--- src/pre_cfg.svh ---
// Constants for the pulse rate estimator
// Operation
// Group averaging collects 1 to 4096 pulses, one measurement per group.
// Averaged results are normalised to a single-pulse value.
// No averaging for duty cycle or pulse width.
// Decel frequency is reciprocal of time since last pulse.
// Deceleration starts one last period after the final pulse.
// Stop delay is 1.5 or 2 to 10 times the last period.
// Stop delay expiry without a pulse forces frequency to zero.
// Threshold settable within full scale in 1 % steps.
// Hysteresis is plus or minus 1, 2.5 or 5 % of full scale.
// Active edge is selectable as rising or falling.
// Chatter filter ignores changes for 0 to 1000 ms after a change.
// A chatter interval of zero disables the filter.
// Chatter filter acts after both rising and falling changes.
// Pull-up enable only under open-collector preset, else forced off.
// Logic presets pick optimum range and threshold at half supply.
// Zero-crossing preset forces AC coupling and zero threshold.
// Magnetic-pickup preset keeps the over-range indicator dark.
// Full bandwidth refused under mains presets.
// Six ranges 1..50 V at 1:1, ten times larger at 10:1.
// Frequency is reciprocal of interval between successive active edges.
// Group period is total group time divided by group size.
// A new active edge cancels deceleration or stop at once.
`ifndef PRE_CFG_SVH
`define PRE_CFG_SVH
// ****************************************
// Timing
// ****************************************
`define PRE_CLK_NS      10
`define PRE_MS_NS       1000000
`define PRE_CYC_PER_MS  (`PRE_MS_NS / `PRE_CLK_NS)
// Frequency reported in 0.01 Hz units
`define PRE_FREQ_NUM    40'(64'd100000000000 / 64'(`PRE_CLK_NS))
`define PRE_CHAT_MAX_MS 10'd1000
`define PRE_GROUP_MAX   13'd4096
`define PRE_DIV_STEPS   6'd39
// ****************************************
// Analog scale: full scale is 1000 counts
// ****************************************
`define PRE_FS_CNT      12'sd1000
`define PRE_PCT_CNT     12'sd10
`define PRE_PCT_MAX     8'sd100
`define PRE_HYS_1P0     6'd10
`define PRE_HYS_2P5     6'd25
`define PRE_HYS_5P0     6'd50
// ****************************************
// Range indices and preset values
// ****************************************
`define PRE_RNG_1V      3'd0
`define PRE_RNG_5V      3'd2
`define PRE_RNG_20V     3'd4
`define PRE_RNG_50V     3'd5
`define PRE_RNG_MAX     3'd5
`define PRE_THR_L3      8'sd30
`define PRE_THR_L5      8'sd50
`define PRE_THR_L12     8'sd30
`define PRE_THR_L24     8'sd24
`define PRE_STOP_MAX    4'd9
`define PRE_RST_GROUP   13'd1
`endif

--- src/pre_pkg.sv ---
// Types for the pulse rate estimator
package pre_pkg;
   typedef enum logic [2:0] {
      PRE_F_FREQ, PRE_F_REV, PRE_F_PERIOD, PRE_F_DUTY,
      PRE_F_POWER, PRE_F_WIDTH, PRE_F_INTEG, PRE_F_VELOC
   } pre_func_t;
   typedef enum logic [3:0] {
      PRE_P_USER, PRE_P_LOGIC3, PRE_P_LOGIC5, PRE_P_LOGIC12,
      PRE_P_LOGIC24, PRE_P_OPEN_COLLECTOR, PRE_P_ZERO_CROSSING,
      PRE_P_AC100, PRE_P_AC200, PRE_P_MAGNETIC_PICKUP
   } pre_preset_t;
   typedef enum logic [2:0] {
      PRE_BW_100, PRE_BW_1K, PRE_BW_10K, PRE_BW_100K, PRE_BW_FULL
   } pre_bw_t;
   typedef enum logic [3:0] {
      PRE_PH_IDLE = 4'b0001,
      PRE_PH_AVG  = 4'b0010,
      PRE_PH_FRQ  = 4'b0100,
      PRE_PH_DEC  = 4'b1000
   } pre_phase_t;
endpackage : pre_pkg

--- src/pre_cond_if.sv ---
// Comparator and chatter filter control bundle
interface pre_cond_if;
   logic signed [11:0] sample;
   logic signed [11:0] thr_cnt;
   logic        [5:0]  hys_cnt;
   logic               slope_fall;
   logic        [9:0]  chat_ms;
   logic               edge_act;
   modport cond (input sample, thr_cnt, hys_cnt, slope_fall, chat_ms,
                 output edge_act);
   modport ctl  (output sample, thr_cnt, hys_cnt, slope_fall, chat_ms,
                 input edge_act);
endinterface : pre_cond_if

--- src/pre_top.sv ---
// Pulse rate estimator: presets, grouping, division, stop prediction
`include "pre_cfg.svh"
module pre_top import pre_pkg::*; #(
   parameter int CYC_PER_MS = `PRE_CYC_PER_MS
) (
   input  wire logic               clk,
   input  wire logic               rst,
   input  wire logic signed [11:0] sample,
   input  wire logic               cfg_load,
   input  wire logic        [3:0]  cfg_preset,
   input  wire logic        [2:0]  cfg_func,
   input  wire logic        [2:0]  cfg_range,
   input  wire logic               cfg_probe10,
   input  wire logic               cfg_coupling_ac,
   input  wire logic signed [7:0]  cfg_thr_pct,
   input  wire logic        [1:0]  cfg_hys,
   input  wire logic               cfg_slope_fall,
   input  wire logic        [9:0]  cfg_chat_ms,
   input  wire logic        [2:0]  cfg_bw,
   input  wire logic               cfg_pullup,
   input  wire logic        [12:0] cfg_group,
   input  wire logic               cfg_decel_en,
   input  wire logic        [3:0]  cfg_stop_mult,
   output logic                    meas_valid,
   output logic             [31:0] meas_freq,
   output logic             [39:0] meas_period,
   output logic                    decel_active,
   output logic                    stopped,
   output logic                    pullup_en,
   output logic             [2:0]  range_sel,
   output logic                    probe10,
   output logic                    coupling_ac,
   output logic signed      [7:0]  thr_pct,
   output logic             [2:0]  bw_sel,
   output logic                    bw_reject,
   output logic                    over_range_led
);
   typedef struct packed {
      pre_preset_t        preset;
      logic [2:0]         rng;
      logic               p10;
      logic               ac;
      logic signed [7:0]  thr;
      logic [5:0]         hys;
      logic               fall;
      logic [9:0]         chat;
      logic [2:0]         bw;
      logic               bw_rej;
      logic               pull;
      logic [12:0]        gsize;
      logic               dec_en;
      logic [3:0]         smult;
      logic               led;
      logic               seen;
      logic [39:0]        tick;
      logic [39:0]        gtime;
      logic [12:0]        gcnt;
      logic [39:0]        per;
      pre_phase_t         ph;
      logic [39:0]        dv_rem;
      logic [39:0]        dv_q;
      logic [39:0]        dv_d;
      logic [5:0]         dv_cnt;
      logic               dec;
      logic               stop;
      logic               valid;
      logic [31:0]        freq;
      logic [39:0]        operiod;
   } pre_st_t;

   pre_st_t     s;
   pre_st_t     next_s;
   pre_cond_if  cif ();
   logic [39:0] rem;
   logic [39:0] q;
   logic [39:0] stop_lim;
   logic [39:0] gt_sum;
   logic [12:0] gc_sum;
   logic [11:0] mag;

   pre_conditioner #(.CYC_PER_MS(CYC_PER_MS)) u_cond (
      .clk (clk),
      .rst (rst),
      .cif (cif.cond)
   );

   assign cif.sample     = sample;
   assign cif.thr_cnt    = 12'(s.thr) * `PRE_PCT_CNT;
   assign cif.hys_cnt    = s.hys;
   assign cif.slope_fall = s.fall;
   assign cif.chat_ms    = s.chat;

   always_comb begin
      next_s = s;
      next_s.valid = 1'b0;
      rem = '0;
      q = '0;
      gt_sum = s.gtime + s.tick;
      gc_sum = s.gcnt + 13'h1;
      // ****************************************
      // Configuration and presets
      // ****************************************
      if (cfg_load) begin
         next_s.preset = pre_preset_t'(cfg_preset);
         next_s.rng = (cfg_range > `PRE_RNG_MAX) ? `PRE_RNG_MAX : cfg_range;
         next_s.p10 = cfg_probe10;
         next_s.ac = cfg_coupling_ac;
         // Threshold clipped to full scale
         if (cfg_thr_pct > `PRE_PCT_MAX) begin
            next_s.thr = `PRE_PCT_MAX;
         end else if (cfg_thr_pct < -`PRE_PCT_MAX) begin
            next_s.thr = -`PRE_PCT_MAX;
         end else begin
            next_s.thr = cfg_thr_pct;
         end
         case (cfg_hys)
            2'h0:    next_s.hys = `PRE_HYS_1P0;
            2'h1:    next_s.hys = `PRE_HYS_2P5;
            default: next_s.hys = `PRE_HYS_5P0;
         endcase
         next_s.fall = cfg_slope_fall;
         next_s.chat = (cfg_chat_ms > `PRE_CHAT_MAX_MS) ?
                       `PRE_CHAT_MAX_MS : cfg_chat_ms;
         next_s.dec_en = cfg_decel_en;
         next_s.smult = (cfg_stop_mult > `PRE_STOP_MAX) ?
                        `PRE_STOP_MAX : cfg_stop_mult;
         // Duty and width always measure single pulses
         if (cfg_func == PRE_F_DUTY || cfg_func == PRE_F_WIDTH) begin
            next_s.gsize = 13'h1;
         end else if (cfg_group == 13'h0) begin
            next_s.gsize = 13'h1;
         end else begin
            next_s.gsize = (cfg_group > `PRE_GROUP_MAX) ?
                           `PRE_GROUP_MAX : cfg_group;
         end
         next_s.pull = (pre_preset_t'(cfg_preset) == PRE_P_OPEN_COLLECTOR)
                       ? cfg_pullup : 1'b0;
         next_s.bw = (cfg_bw > 3'(PRE_BW_FULL)) ? 3'(PRE_BW_FULL) : cfg_bw;
         next_s.bw_rej = 1'b0;
         case (pre_preset_t'(cfg_preset))
            PRE_P_LOGIC3: begin
               next_s.rng = `PRE_RNG_5V;
               next_s.p10 = 1'b0;
               next_s.thr = `PRE_THR_L3;
            end
            PRE_P_LOGIC5: begin
               next_s.rng = `PRE_RNG_5V;
               next_s.p10 = 1'b0;
               next_s.thr = `PRE_THR_L5;
            end
            PRE_P_LOGIC12: begin
               next_s.rng = `PRE_RNG_20V;
               next_s.p10 = 1'b0;
               next_s.thr = `PRE_THR_L12;
            end
            PRE_P_LOGIC24: begin
               next_s.rng = `PRE_RNG_50V;
               next_s.p10 = 1'b0;
               next_s.thr = `PRE_THR_L24;
            end
            PRE_P_ZERO_CROSSING: begin
               next_s.ac = 1'b1;
               next_s.thr = 8'sh0;
            end
            PRE_P_AC100, PRE_P_AC200: begin
               next_s.p10 = 1'b1;
               next_s.ac = 1'b1;
               next_s.rng = (pre_preset_t'(cfg_preset) == PRE_P_AC100) ?
                            `PRE_RNG_20V : `PRE_RNG_50V;
               // Mains inputs must keep a band limit
               if (cfg_bw >= 3'(PRE_BW_FULL)) begin
                  next_s.bw = 3'(PRE_BW_100K);
                  next_s.bw_rej = 1'b1;
               end
            end
            PRE_P_MAGNETIC_PICKUP: begin
               next_s.rng = `PRE_RNG_1V;
               next_s.thr = 8'sh0;
            end
            default: begin
            end
         endcase
      end
      // Indicator lit above full scale, except for pickups
      mag = sample[11] ? 12'(-sample) : 12'(sample);
      next_s.led = (mag > 12'(`PRE_FS_CNT)) &&
                   (s.preset != PRE_P_MAGNETIC_PICKUP);
      // ****************************************
      // Shared serial divider
      // ****************************************
      if (s.ph != PRE_PH_IDLE) begin
         rem = {s.dv_rem[38:0], s.dv_q[39]};
         q = {s.dv_q[38:0], 1'b0};
         if (rem >= s.dv_d) begin
            rem = rem - s.dv_d;
            q[0] = 1'b1;
         end
         next_s.dv_rem = rem;
         next_s.dv_q = q;
         next_s.dv_cnt = s.dv_cnt - 6'h1;
         if (s.dv_cnt == 6'h0) begin
            next_s.ph = PRE_PH_IDLE;
            case (s.ph)
               PRE_PH_AVG: begin
                  // Per-pulse period feeds the reciprocal
                  next_s.per = q;
                  next_s.operiod = q;
                  next_s.ph = PRE_PH_FRQ;
                  next_s.dv_rem = '0;
                  next_s.dv_q = `PRE_FREQ_NUM;
                  next_s.dv_d = (q == 40'h0) ? 40'h1 : q;
                  next_s.dv_cnt = `PRE_DIV_STEPS;
               end
               PRE_PH_FRQ: begin
                  next_s.freq = q[31:0];
                  next_s.valid = 1'b1;
               end
               PRE_PH_DEC: begin
                  if (s.dec && !s.stop) begin
                     next_s.freq = q[31:0];
                     next_s.valid = 1'b1;
                  end
               end
               default: begin
               end
            endcase
         end
      end
      // ****************************************
      // Deceleration and stop prediction
      // ****************************************
      case (s.smult)
         4'h0:    stop_lim = s.per + {1'b0, s.per[39:1]};
         default: stop_lim = 40'(s.per * 40'(s.smult + 4'h1));
      endcase
      if (s.tick != '1) begin
         next_s.tick = s.tick + 40'h1;
      end
      if (s.seen && s.dec_en && s.per != 40'h0) begin
         if (s.tick >= s.per) begin
            next_s.dec = 1'b1;
         end
         if (s.tick >= stop_lim && !s.stop) begin
            next_s.stop = 1'b1;
            next_s.freq = 32'h0;
            next_s.valid = 1'b1;
         end
         // Reciprocal of elapsed time, refreshed whenever idle
         if (s.dec && !s.stop && s.ph == PRE_PH_IDLE) begin
            next_s.ph = PRE_PH_DEC;
            next_s.dv_rem = '0;
            next_s.dv_q = `PRE_FREQ_NUM;
            next_s.dv_d = s.tick;
            next_s.dv_cnt = `PRE_DIV_STEPS;
         end
      end
      // ****************************************
      // Active edges and grouping
      // ****************************************
      if (cif.edge_act) begin
         next_s.tick = 40'h1;
         next_s.dec = 1'b0;
         next_s.stop = 1'b0;
         next_s.seen = 1'b1;
         if (s.ph == PRE_PH_DEC) begin
            next_s.ph = PRE_PH_IDLE;
         end
         if (!s.seen) begin
            next_s.gtime = 40'h0;
            next_s.gcnt = 13'h0;
            next_s.freq = s.stop ? 32'h0 : s.freq;
         end else if (gc_sum >= s.gsize) begin
            // A group closing while a period or frequency divide runs is dropped
            next_s.gtime = 40'h0;
            next_s.gcnt = 13'h0;
            if (s.ph == PRE_PH_IDLE || s.ph == PRE_PH_DEC) begin
               next_s.ph = PRE_PH_AVG;
               next_s.dv_rem = '0;
               next_s.dv_q = gt_sum;
               next_s.dv_d = {27'h0, s.gsize};
               next_s.dv_cnt = `PRE_DIV_STEPS;
            end
         end else begin
            next_s.gtime = gt_sum;
            next_s.gcnt = gc_sum;
         end
      end
   end

   always_ff @(posedge clk or posedge rst) begin
      if (rst) begin
         s <= '0;
         s.preset <= PRE_P_USER;
         s.hys <= `PRE_HYS_1P0;
         s.bw <= 3'(PRE_BW_FULL);
         s.gsize <= `PRE_RST_GROUP;
         s.ph <= PRE_PH_IDLE;
      end else begin
         s <= next_s;
      end
   end

   // ****************************************
   // Outputs, all registered
   // ****************************************
   assign meas_valid     = s.valid;
   assign meas_freq      = s.freq;
   assign meas_period    = s.operiod;
   assign decel_active   = s.dec;
   assign stopped        = s.stop;
   assign pullup_en      = s.pull;
   assign range_sel      = s.rng;
   assign probe10        = s.p10;
   assign coupling_ac    = s.ac;
   assign thr_pct        = s.thr;
   assign bw_sel         = s.bw;
   assign bw_reject      = s.bw_rej;
   assign over_range_led = s.led;
endmodule : pre_top

--- src/pre_conditioner.sv ---
// Hysteresis comparator, chatter filter and active edge detector
`include "pre_cfg.svh"
module pre_conditioner import pre_pkg::*; #(
   parameter int CYC_PER_MS = `PRE_CYC_PER_MS
) (
   input  wire logic clk,
   input  wire logic rst,
   pre_cond_if.cond  cif
);
   typedef struct packed {
      logic        level;
      logic        blk;
      logic [16:0] pre;
      logic [9:0]  ms;
      logic        edge_act;
   } pre_cond_st_t;

   pre_cond_st_t s;
   pre_cond_st_t next_s;
   logic signed [12:0] hi_lim;
   logic signed [12:0] lo_lim;
   logic               comp;

   always_comb begin
      next_s = s;
      next_s.edge_act = 1'b0;
      hi_lim = 13'(cif.thr_cnt) + 13'(signed'({1'b0, cif.hys_cnt}));
      lo_lim = 13'(cif.thr_cnt) - 13'(signed'({1'b0, cif.hys_cnt}));
      // Inside the band the previous decision holds
      if (13'(cif.sample) > hi_lim) begin
         comp = 1'b1;
      end else if (13'(cif.sample) < lo_lim) begin
         comp = 1'b0;
      end else begin
         comp = s.level;
      end
      if (s.blk) begin
         if (s.pre == 17'(CYC_PER_MS - 1)) begin
            next_s.pre = 17'h0;
            next_s.ms = s.ms + 10'h1;
            if (s.ms + 10'h1 >= cif.chat_ms) begin
               next_s.blk = 1'b0;
            end
         end else begin
            next_s.pre = s.pre + 17'h1;
         end
      end else if (comp != s.level) begin
         // Both directions start the hold-off window
         next_s.level = comp;
         next_s.blk = (cif.chat_ms != 10'h0);
         next_s.pre = 17'h0;
         next_s.ms = 10'h0;
         next_s.edge_act = (comp != cif.slope_fall);
      end
   end

   always_ff @(posedge clk or posedge rst) begin
      if (rst) begin
         s <= '0;
      end else begin
         s <= next_s;
      end
   end

   assign cif.edge_act = s.edge_act;
endmodule : pre_conditioner

--- config.mk ---
export PLATFORM = sky130hd
export DESIGN_NAME = pre_top
export DESIGN_NICKNAME = d
export VERILOG_FILES = /design/src/pre_pkg.sv /design/src/pre_cond_if.sv /design/src/pre_top.sv /design/src/pre_conditioner.sv
export VERILOG_INCLUDE_DIRS = /design/src
export SDC_FILE = /design/constraint.sdc
export NUM_CORES = 2
export LEC_CHECK = 0
export BUFFER_PORTS_ARGS = -buffer_cell sky130_fd_sc_hd__buf_2
export CAP_MARGIN = 10
export CELL_PAD_IN_SITES_DETAIL_PLACEMENT = 0
export CELL_PAD_IN_SITES_GLOBAL_PLACEMENT = 1
export CORE_ASPECT_RATIO = 0.6
export CORE_MARGIN = 4
export CORE_UTILIZATION = 45
export DETAILED_ROUTE_END_ITERATION = 8
export GPL_TIMING_DRIVEN = 0
export PLACE_DENSITY_LB_ADDON = 0.1
export SLEW_MARGIN = 20
export SYNTH_ARGS = -nofsm -noshare
export SYNTH_HDL_FRONTEND = slang
export SYNTH_HIERARCHICAL = 1
export SYNTH_SLANG_ARGS = --single-unit
--- constraint.sdc ---
create_clock -name clk -period 14.4 [get_ports clk]
set_clock_uncertainty 0.05 [all_clocks]
set_input_delay 0.72 -clock clk [delete_from_list [all_inputs] [get_ports clk]]
set_output_delay 0.72 -clock clk [all_outputs]
set_load 0.1 [all_outputs]
# After elaboration in Yosys (flattened, before gate mapping)

Cells that the tools add are included.
Widths: inputs -> output; s select.

Add/sub/neg operators: 12
$mul: 2
Order comparisons: 16
Eq/ne operators: 24
Mux-type cells: 57
Bitwise operators: 1
Reductions and logical operators: 32

Operators by type and width:

| operator              | count |
|---|---|
| $mux 130              | 6 |
| $mux 40               | 5 |
| $mux 165              | 1 |
| $mux 73               | 2 |
| $mux 132              | 1 |
| $mux 129              | 1 |
| $ge 40x40->1          | 3 |
| $mux 53               | 2 |
| $mux 32               | 3 |
| $mux 93               | 1 |
| $pmux 33 s2           | 1 |
| $add 40x1->40 const B | 1 |
| $add 40x39->40        | 1 |
| $add 40x40->40        | 1 |
| $logic_not 40->1      | 1 |
| $mul 40x5->40         | 1 |
| $ne 40x40->1 const B  | 1 |
| $reduce_bool 40->1    | 1 |
| $sub 40x40->40        | 1 |
| $mux 13               | 3 |
| $mux 34               | 1 |
| $mux 33               | 1 |
| $pmux 8 s4            | 1 |
| $mux 29               | 1 |
| 60 further kinds      | 103 |

Register bits: 387
Input bits: 70
Output and inout port bits: 94
Logic and storage cells: 178

# Logic depth before layout (Yosys ltp)

Depth after elaboration: 15
Mapped depth: 34
Depth with buffers taken out: 31

# Modules after synthesis

The synthesis kept the hierarchy.

By module, submodules not included:

| module          | instances | cells each | area each (µm²) | seq. area each (µm²) |
|---|---|---|---|---|
| pre_top         | 1         | 3762       | 31387.6         | 8889.8 |
| pre_conditioner | 1         | 388        | 3270.6          | 750.7 |

# Worst setup path before layout

No wires, ideal clock.

Path kind: reg-to-reg
From: register s[340] in the netlist's numbering
To: register s, in the netlist meas_freq[10]
Setup time: 136 ps
Data arrival time: 7035 ps
Data required time: 14214 ps
Path slack: 7179 ps
Cell stages (with the launch flop): 31
Path buffers: 3
Clock period less this slack: 7221 ps
Cell sequence: dfrtp_1 -> ha_1 -> xor2_1 -> clkbuf_1 -> clkbuf_1 -> nand2_1 -> fa_1 -> fa_1 -> fa_1 -> inv_1 -> ha_1 -> nand2b_1 -> a21oi_1 -> o21ai_0 -> a41oi_1 -> a31oi_1 -> o41ai_4 -> a41oi_1 -> nor4b_1 -> a211oi_1 -> ha_1 -> a21o_1 -> a21o_1 -> a211o_1 -> o221ai_1 -> or4_1 -> a31oi_1 -> o21bai_1 -> nand2_1 -> clkbuf_1 -> a21oi_1

Cells in the longest elaborated chain, start to end: 9
Elaborated cells between the ends (all ways): 10
Those cells by class: add/sub: 1; mul: 1; order compare: 1; mux: 5; reduce/logical: 2

RTL lines:

| what                   | RTL line       | RTL |
|---|---|---|
| start, declared        | pre_top.sv:71  | `pre_st_t s;` |
| start signal, assigned | pre_top.sv:299 | `s <= next_s;` |
| $add 4x1->5            | pre_top.sv:234 | `default: stop_lim = 40'(s.per * 40'(s.smult + 4'h1));` |
| $mul 40x5->40          | pre_top.sv:234 |  |
| $mux 40 *              | pre_top.sv:232 | `case (s.smult)` |
| $ge 40x40->1 *         | pre_top.sv:243 | `if (s.tick >= stop_lim && !s.stop) begin` |
| $logic_and 1x1->1 *    | pre_top.sv:243 |  |
| $mux 34 *              | pre_top.sv:243 |  |
| $mux 165 *             | pre_top.sv:239 | `if (s.seen && s.dec_en && s.per != 40'h0) begin` |
| $mux 32                | pre_top.sv:268 | `if (!s.seen) begin` |
| $mux 32 *              | pre_top.sv:260 | `if (cif.edge_act) begin` |

Every way passes the cells marked *; elsewhere a longest branch is shown, timed or not. The select of a mux whose other input is x is not followed.
A chain may end at the register's enable or synchronous reset.

# Final worst setup path

From: register s[340] in the netlist's numbering
To: register s, in the netlist meas_freq[4]

The elaborated chain is that of the path after synthesis.

==> run summary <==
Status = complete, no violations
Most used flip-flop cell after synthesis = dfrtp_1
CTS tree = built
Met1 GRT Util = 0.4970
Core Util, Final = 0.5049
Num ports = 164
WP data arrival = 11.54 ns
CP dominant cell by count = clkbuf_1
Largest net degree at the start of global routing = 94
Post-synth cell types = 90
Slew Limit Fails = 0
FF+latch count, synth = 385
TritonCTS Buffers = 44
Avg WL per Cell = 22.96 um
Post-CTS setup buffers = 0
Die height = 223.0 um
First-pass GRT wire length = 188.3 mm
Critical Path Start Type = flip-flop
Post_cts resized = 0
EDFF count, synth = 0
GP Congestion = 0.9939
Number of core rows = 78
GRT Total Usage = 0.2987
Avg Inst Size Synth = 8.351 sq um
Via count = 31478
Final Non-Filler Cells = 5402
Most common cell after layout, fill and taps aside = nand2_1
Most frequent cells in the layout = nand2_1 (432), dfrtp_1 (380), inv_1 (363)
Setup CP Type = flip-flop to flip-flop
Clock H-tree levels = 2
# hold bufs at CTS = 0
Reg clk slew, reported paths = 0.06 ns
Congestion Overflow GR = 0
Final hold vios = 0
DR vias/cell = 5.827
Drt pass-1 iters = 6
CP Capture Type = flip-flop
GR Util met3 = 0.1128
I/O Buffers = 162
Net count, final = 4890
Initial core utilization = 0.4565
Fin crit share = 0.7719
Initial antenna violation count = 4
Final min period = 11.12 ns
Crit path from = s[340]
Yosys warning count = 6
Clock Latency Late Sink = 0.62 ns
Worst-path fanout max = 10
RSZ-0062 raised after global routing = no
Fillers = 7574
Fin worst setup slack = 3.284 ns
Die Width = 366.3 um
CP max-delay cell = clkbuf_1
Highest Clock Rate = 89.96 MHz
Post-synth ARST share = 1.000
Leakage power = 18.75 nW
Worst R2R Path Depth = 30
Antenna-violating nets left = 0
Mapped Cells = 4150
GRT Max-Usage Layer = met1
Pwr/cell area = 134.0 nW/um^2
Part of the Yosys area used for sequential elements = 0.2782
Pre-CTS setup slack = 3.575 ns
Die ar. = 81670 sq um
Drt drc = 0
Initial DRC count = 3407
Placed cells = 5320
Root Driver = clkbuf_16
Total Wirelength = 124.0 mm
Peak supply drop = 0.1478 mV
Area grow syn2layout = 10.62%
Clock Path Buffers = 3
Reg2reg start = s[340]
Worst slew margin = 0.1835
Core region area = 75930 sq um
Total of max-cap violations = 0
DP HPWL = 100.2 mm
Num Clock Sinks = 385
M2 GR Usage = 0.3558
Setup violations, final = 0
Max stage delay on crit path = 0.86 ns
Worst Hold Class = input port to async pin
Post-Syn Area = 34660 sq um
Worst slew pin tran = 1.212 ns
Share of cells above drive strength 1 = 0.08998
Worst path required time = 14.82 ns
Vias in the first global route = 29715
per-layer routing:
layer,vias up,wire length [um]
li1,14909,-
met1,15258,64170
met2,1217,42730
met3,92,15760
met4,2,1354
met5,-,12
critical path, delay by kind of cell (launching register included):
family | cells | cell delay (ns)
AND/OR/NAND/NOR | 4 | 1.48
AO/OA/AOI/OAI | 15 | 3.68
adder cells (fa/ha/maj) | 5 | 2.17
flip-flops | 1 | 0.49
buffers and inverters | 6 | 3.06
state kept, by name, indices dropped and copies added, names as in the netlist, 3 cells and up:
| register | count |
|---|---|
| s | 245 |
| meas_period | 40 |
| meas_freq | 32 |
| u_cond/s | 29 |
| cif.chat_ms | 10 |
| thr_pct | 8 |
| cif.hys_cnt | 5 |
| bw_sel | 3 |
| range_sel | 3 |
path summary, 6_finish.rpt:
kind	to	slack (ns)
worst min-delay path	bw_sel[1]	0.15
worst max-delay path	meas_freq[4]	3.28
max in group asynchronous	s[254]	12.83
worst max register to register	meas_freq[4]	3.28
worst min register to register	bw_reject	0.44
min in group clk	s[346]	0.28
cell usage after synthesis, types with 51 or more instances:
cell type / instances / area share
fa_1: 113 / 0.065
clkbuf_1: 150 / 0.016
nor3_1: 51 / 0.0074
xor2_1: 93 / 0.024
a21oi_1: 323 / 0.047
a21o_1: 107 / 0.023
xnor2_1: 132 / 0.033
o22ai_1: 74 / 0.013
o21ai_0: 262 / 0.038
buf_4: 88 / 0.019
dfrtp_1: 380 / 0.27
and2_1: 104 / 0.019
inv_1: 365 / 0.040
nand3_1: 108 / 0.016
ha_1: 341 / 0.12
nand2_1: 432 / 0.047
nand4_1: 60 / 0.011
nor2_1: 302 / 0.033
power by group:
| part | internal, mW | switching, mW |
|---|---|---|
| Combinational | 0.998 | 1.58 |
| Sequential | 1.19 | 0.181 |
| Clock | 0.654 | 0.525 |
cell type report:
cell class	count	area (sq um)	share of cell area
flip-flops and latches	385	9641	0.2515
well taps	1000	1251	0.03263
clock inverters	16	217.7	0.005678
repair buffers	167	932.1	0.02431
plain buffers	264	1363	0.03554
clock buffers	65	1230	0.03208
multi-input cells	3137	22320	0.5821
diodes	1	2.502	0.00006527
inverters	367	1385	0.03613
metrics by stage:
step | TNS (ns) | power (mW) | hold WS (ns) | instance area, sq um
global placement | -455.29 | 3.859 | 0.4228 | 36730
floorplan | 0 | 3.119 | 0.4060 | 34670
global route | 0 | 5.433 | 0.1728 | 38340
finish | 0 | 5.136 | 0.1529 | 38340
CTS | 0 | 5.062 | 0.1425 | 38330
detailed placement | 0 | 3.865 | 0.4213 | 36880
cell families (layout without fill, tap and decap cells):
kind of cell               Yosys count  after routing  synth area share
AOI/OAI and AO/OA                 1133           1133            0.2088
buffers and inverters              631            879           0.07906
adders and majority gates          454            454            0.1884
xor gates and xnor gates           226            226           0.05733
other                                1              5         0.0001082
muxes                               48             48           0.01458
and+or+nand+nor                   1272           1272            0.1736
DFF                                385            385            0.2782
No activity file was read; power rests on OpenSTA's default activity.
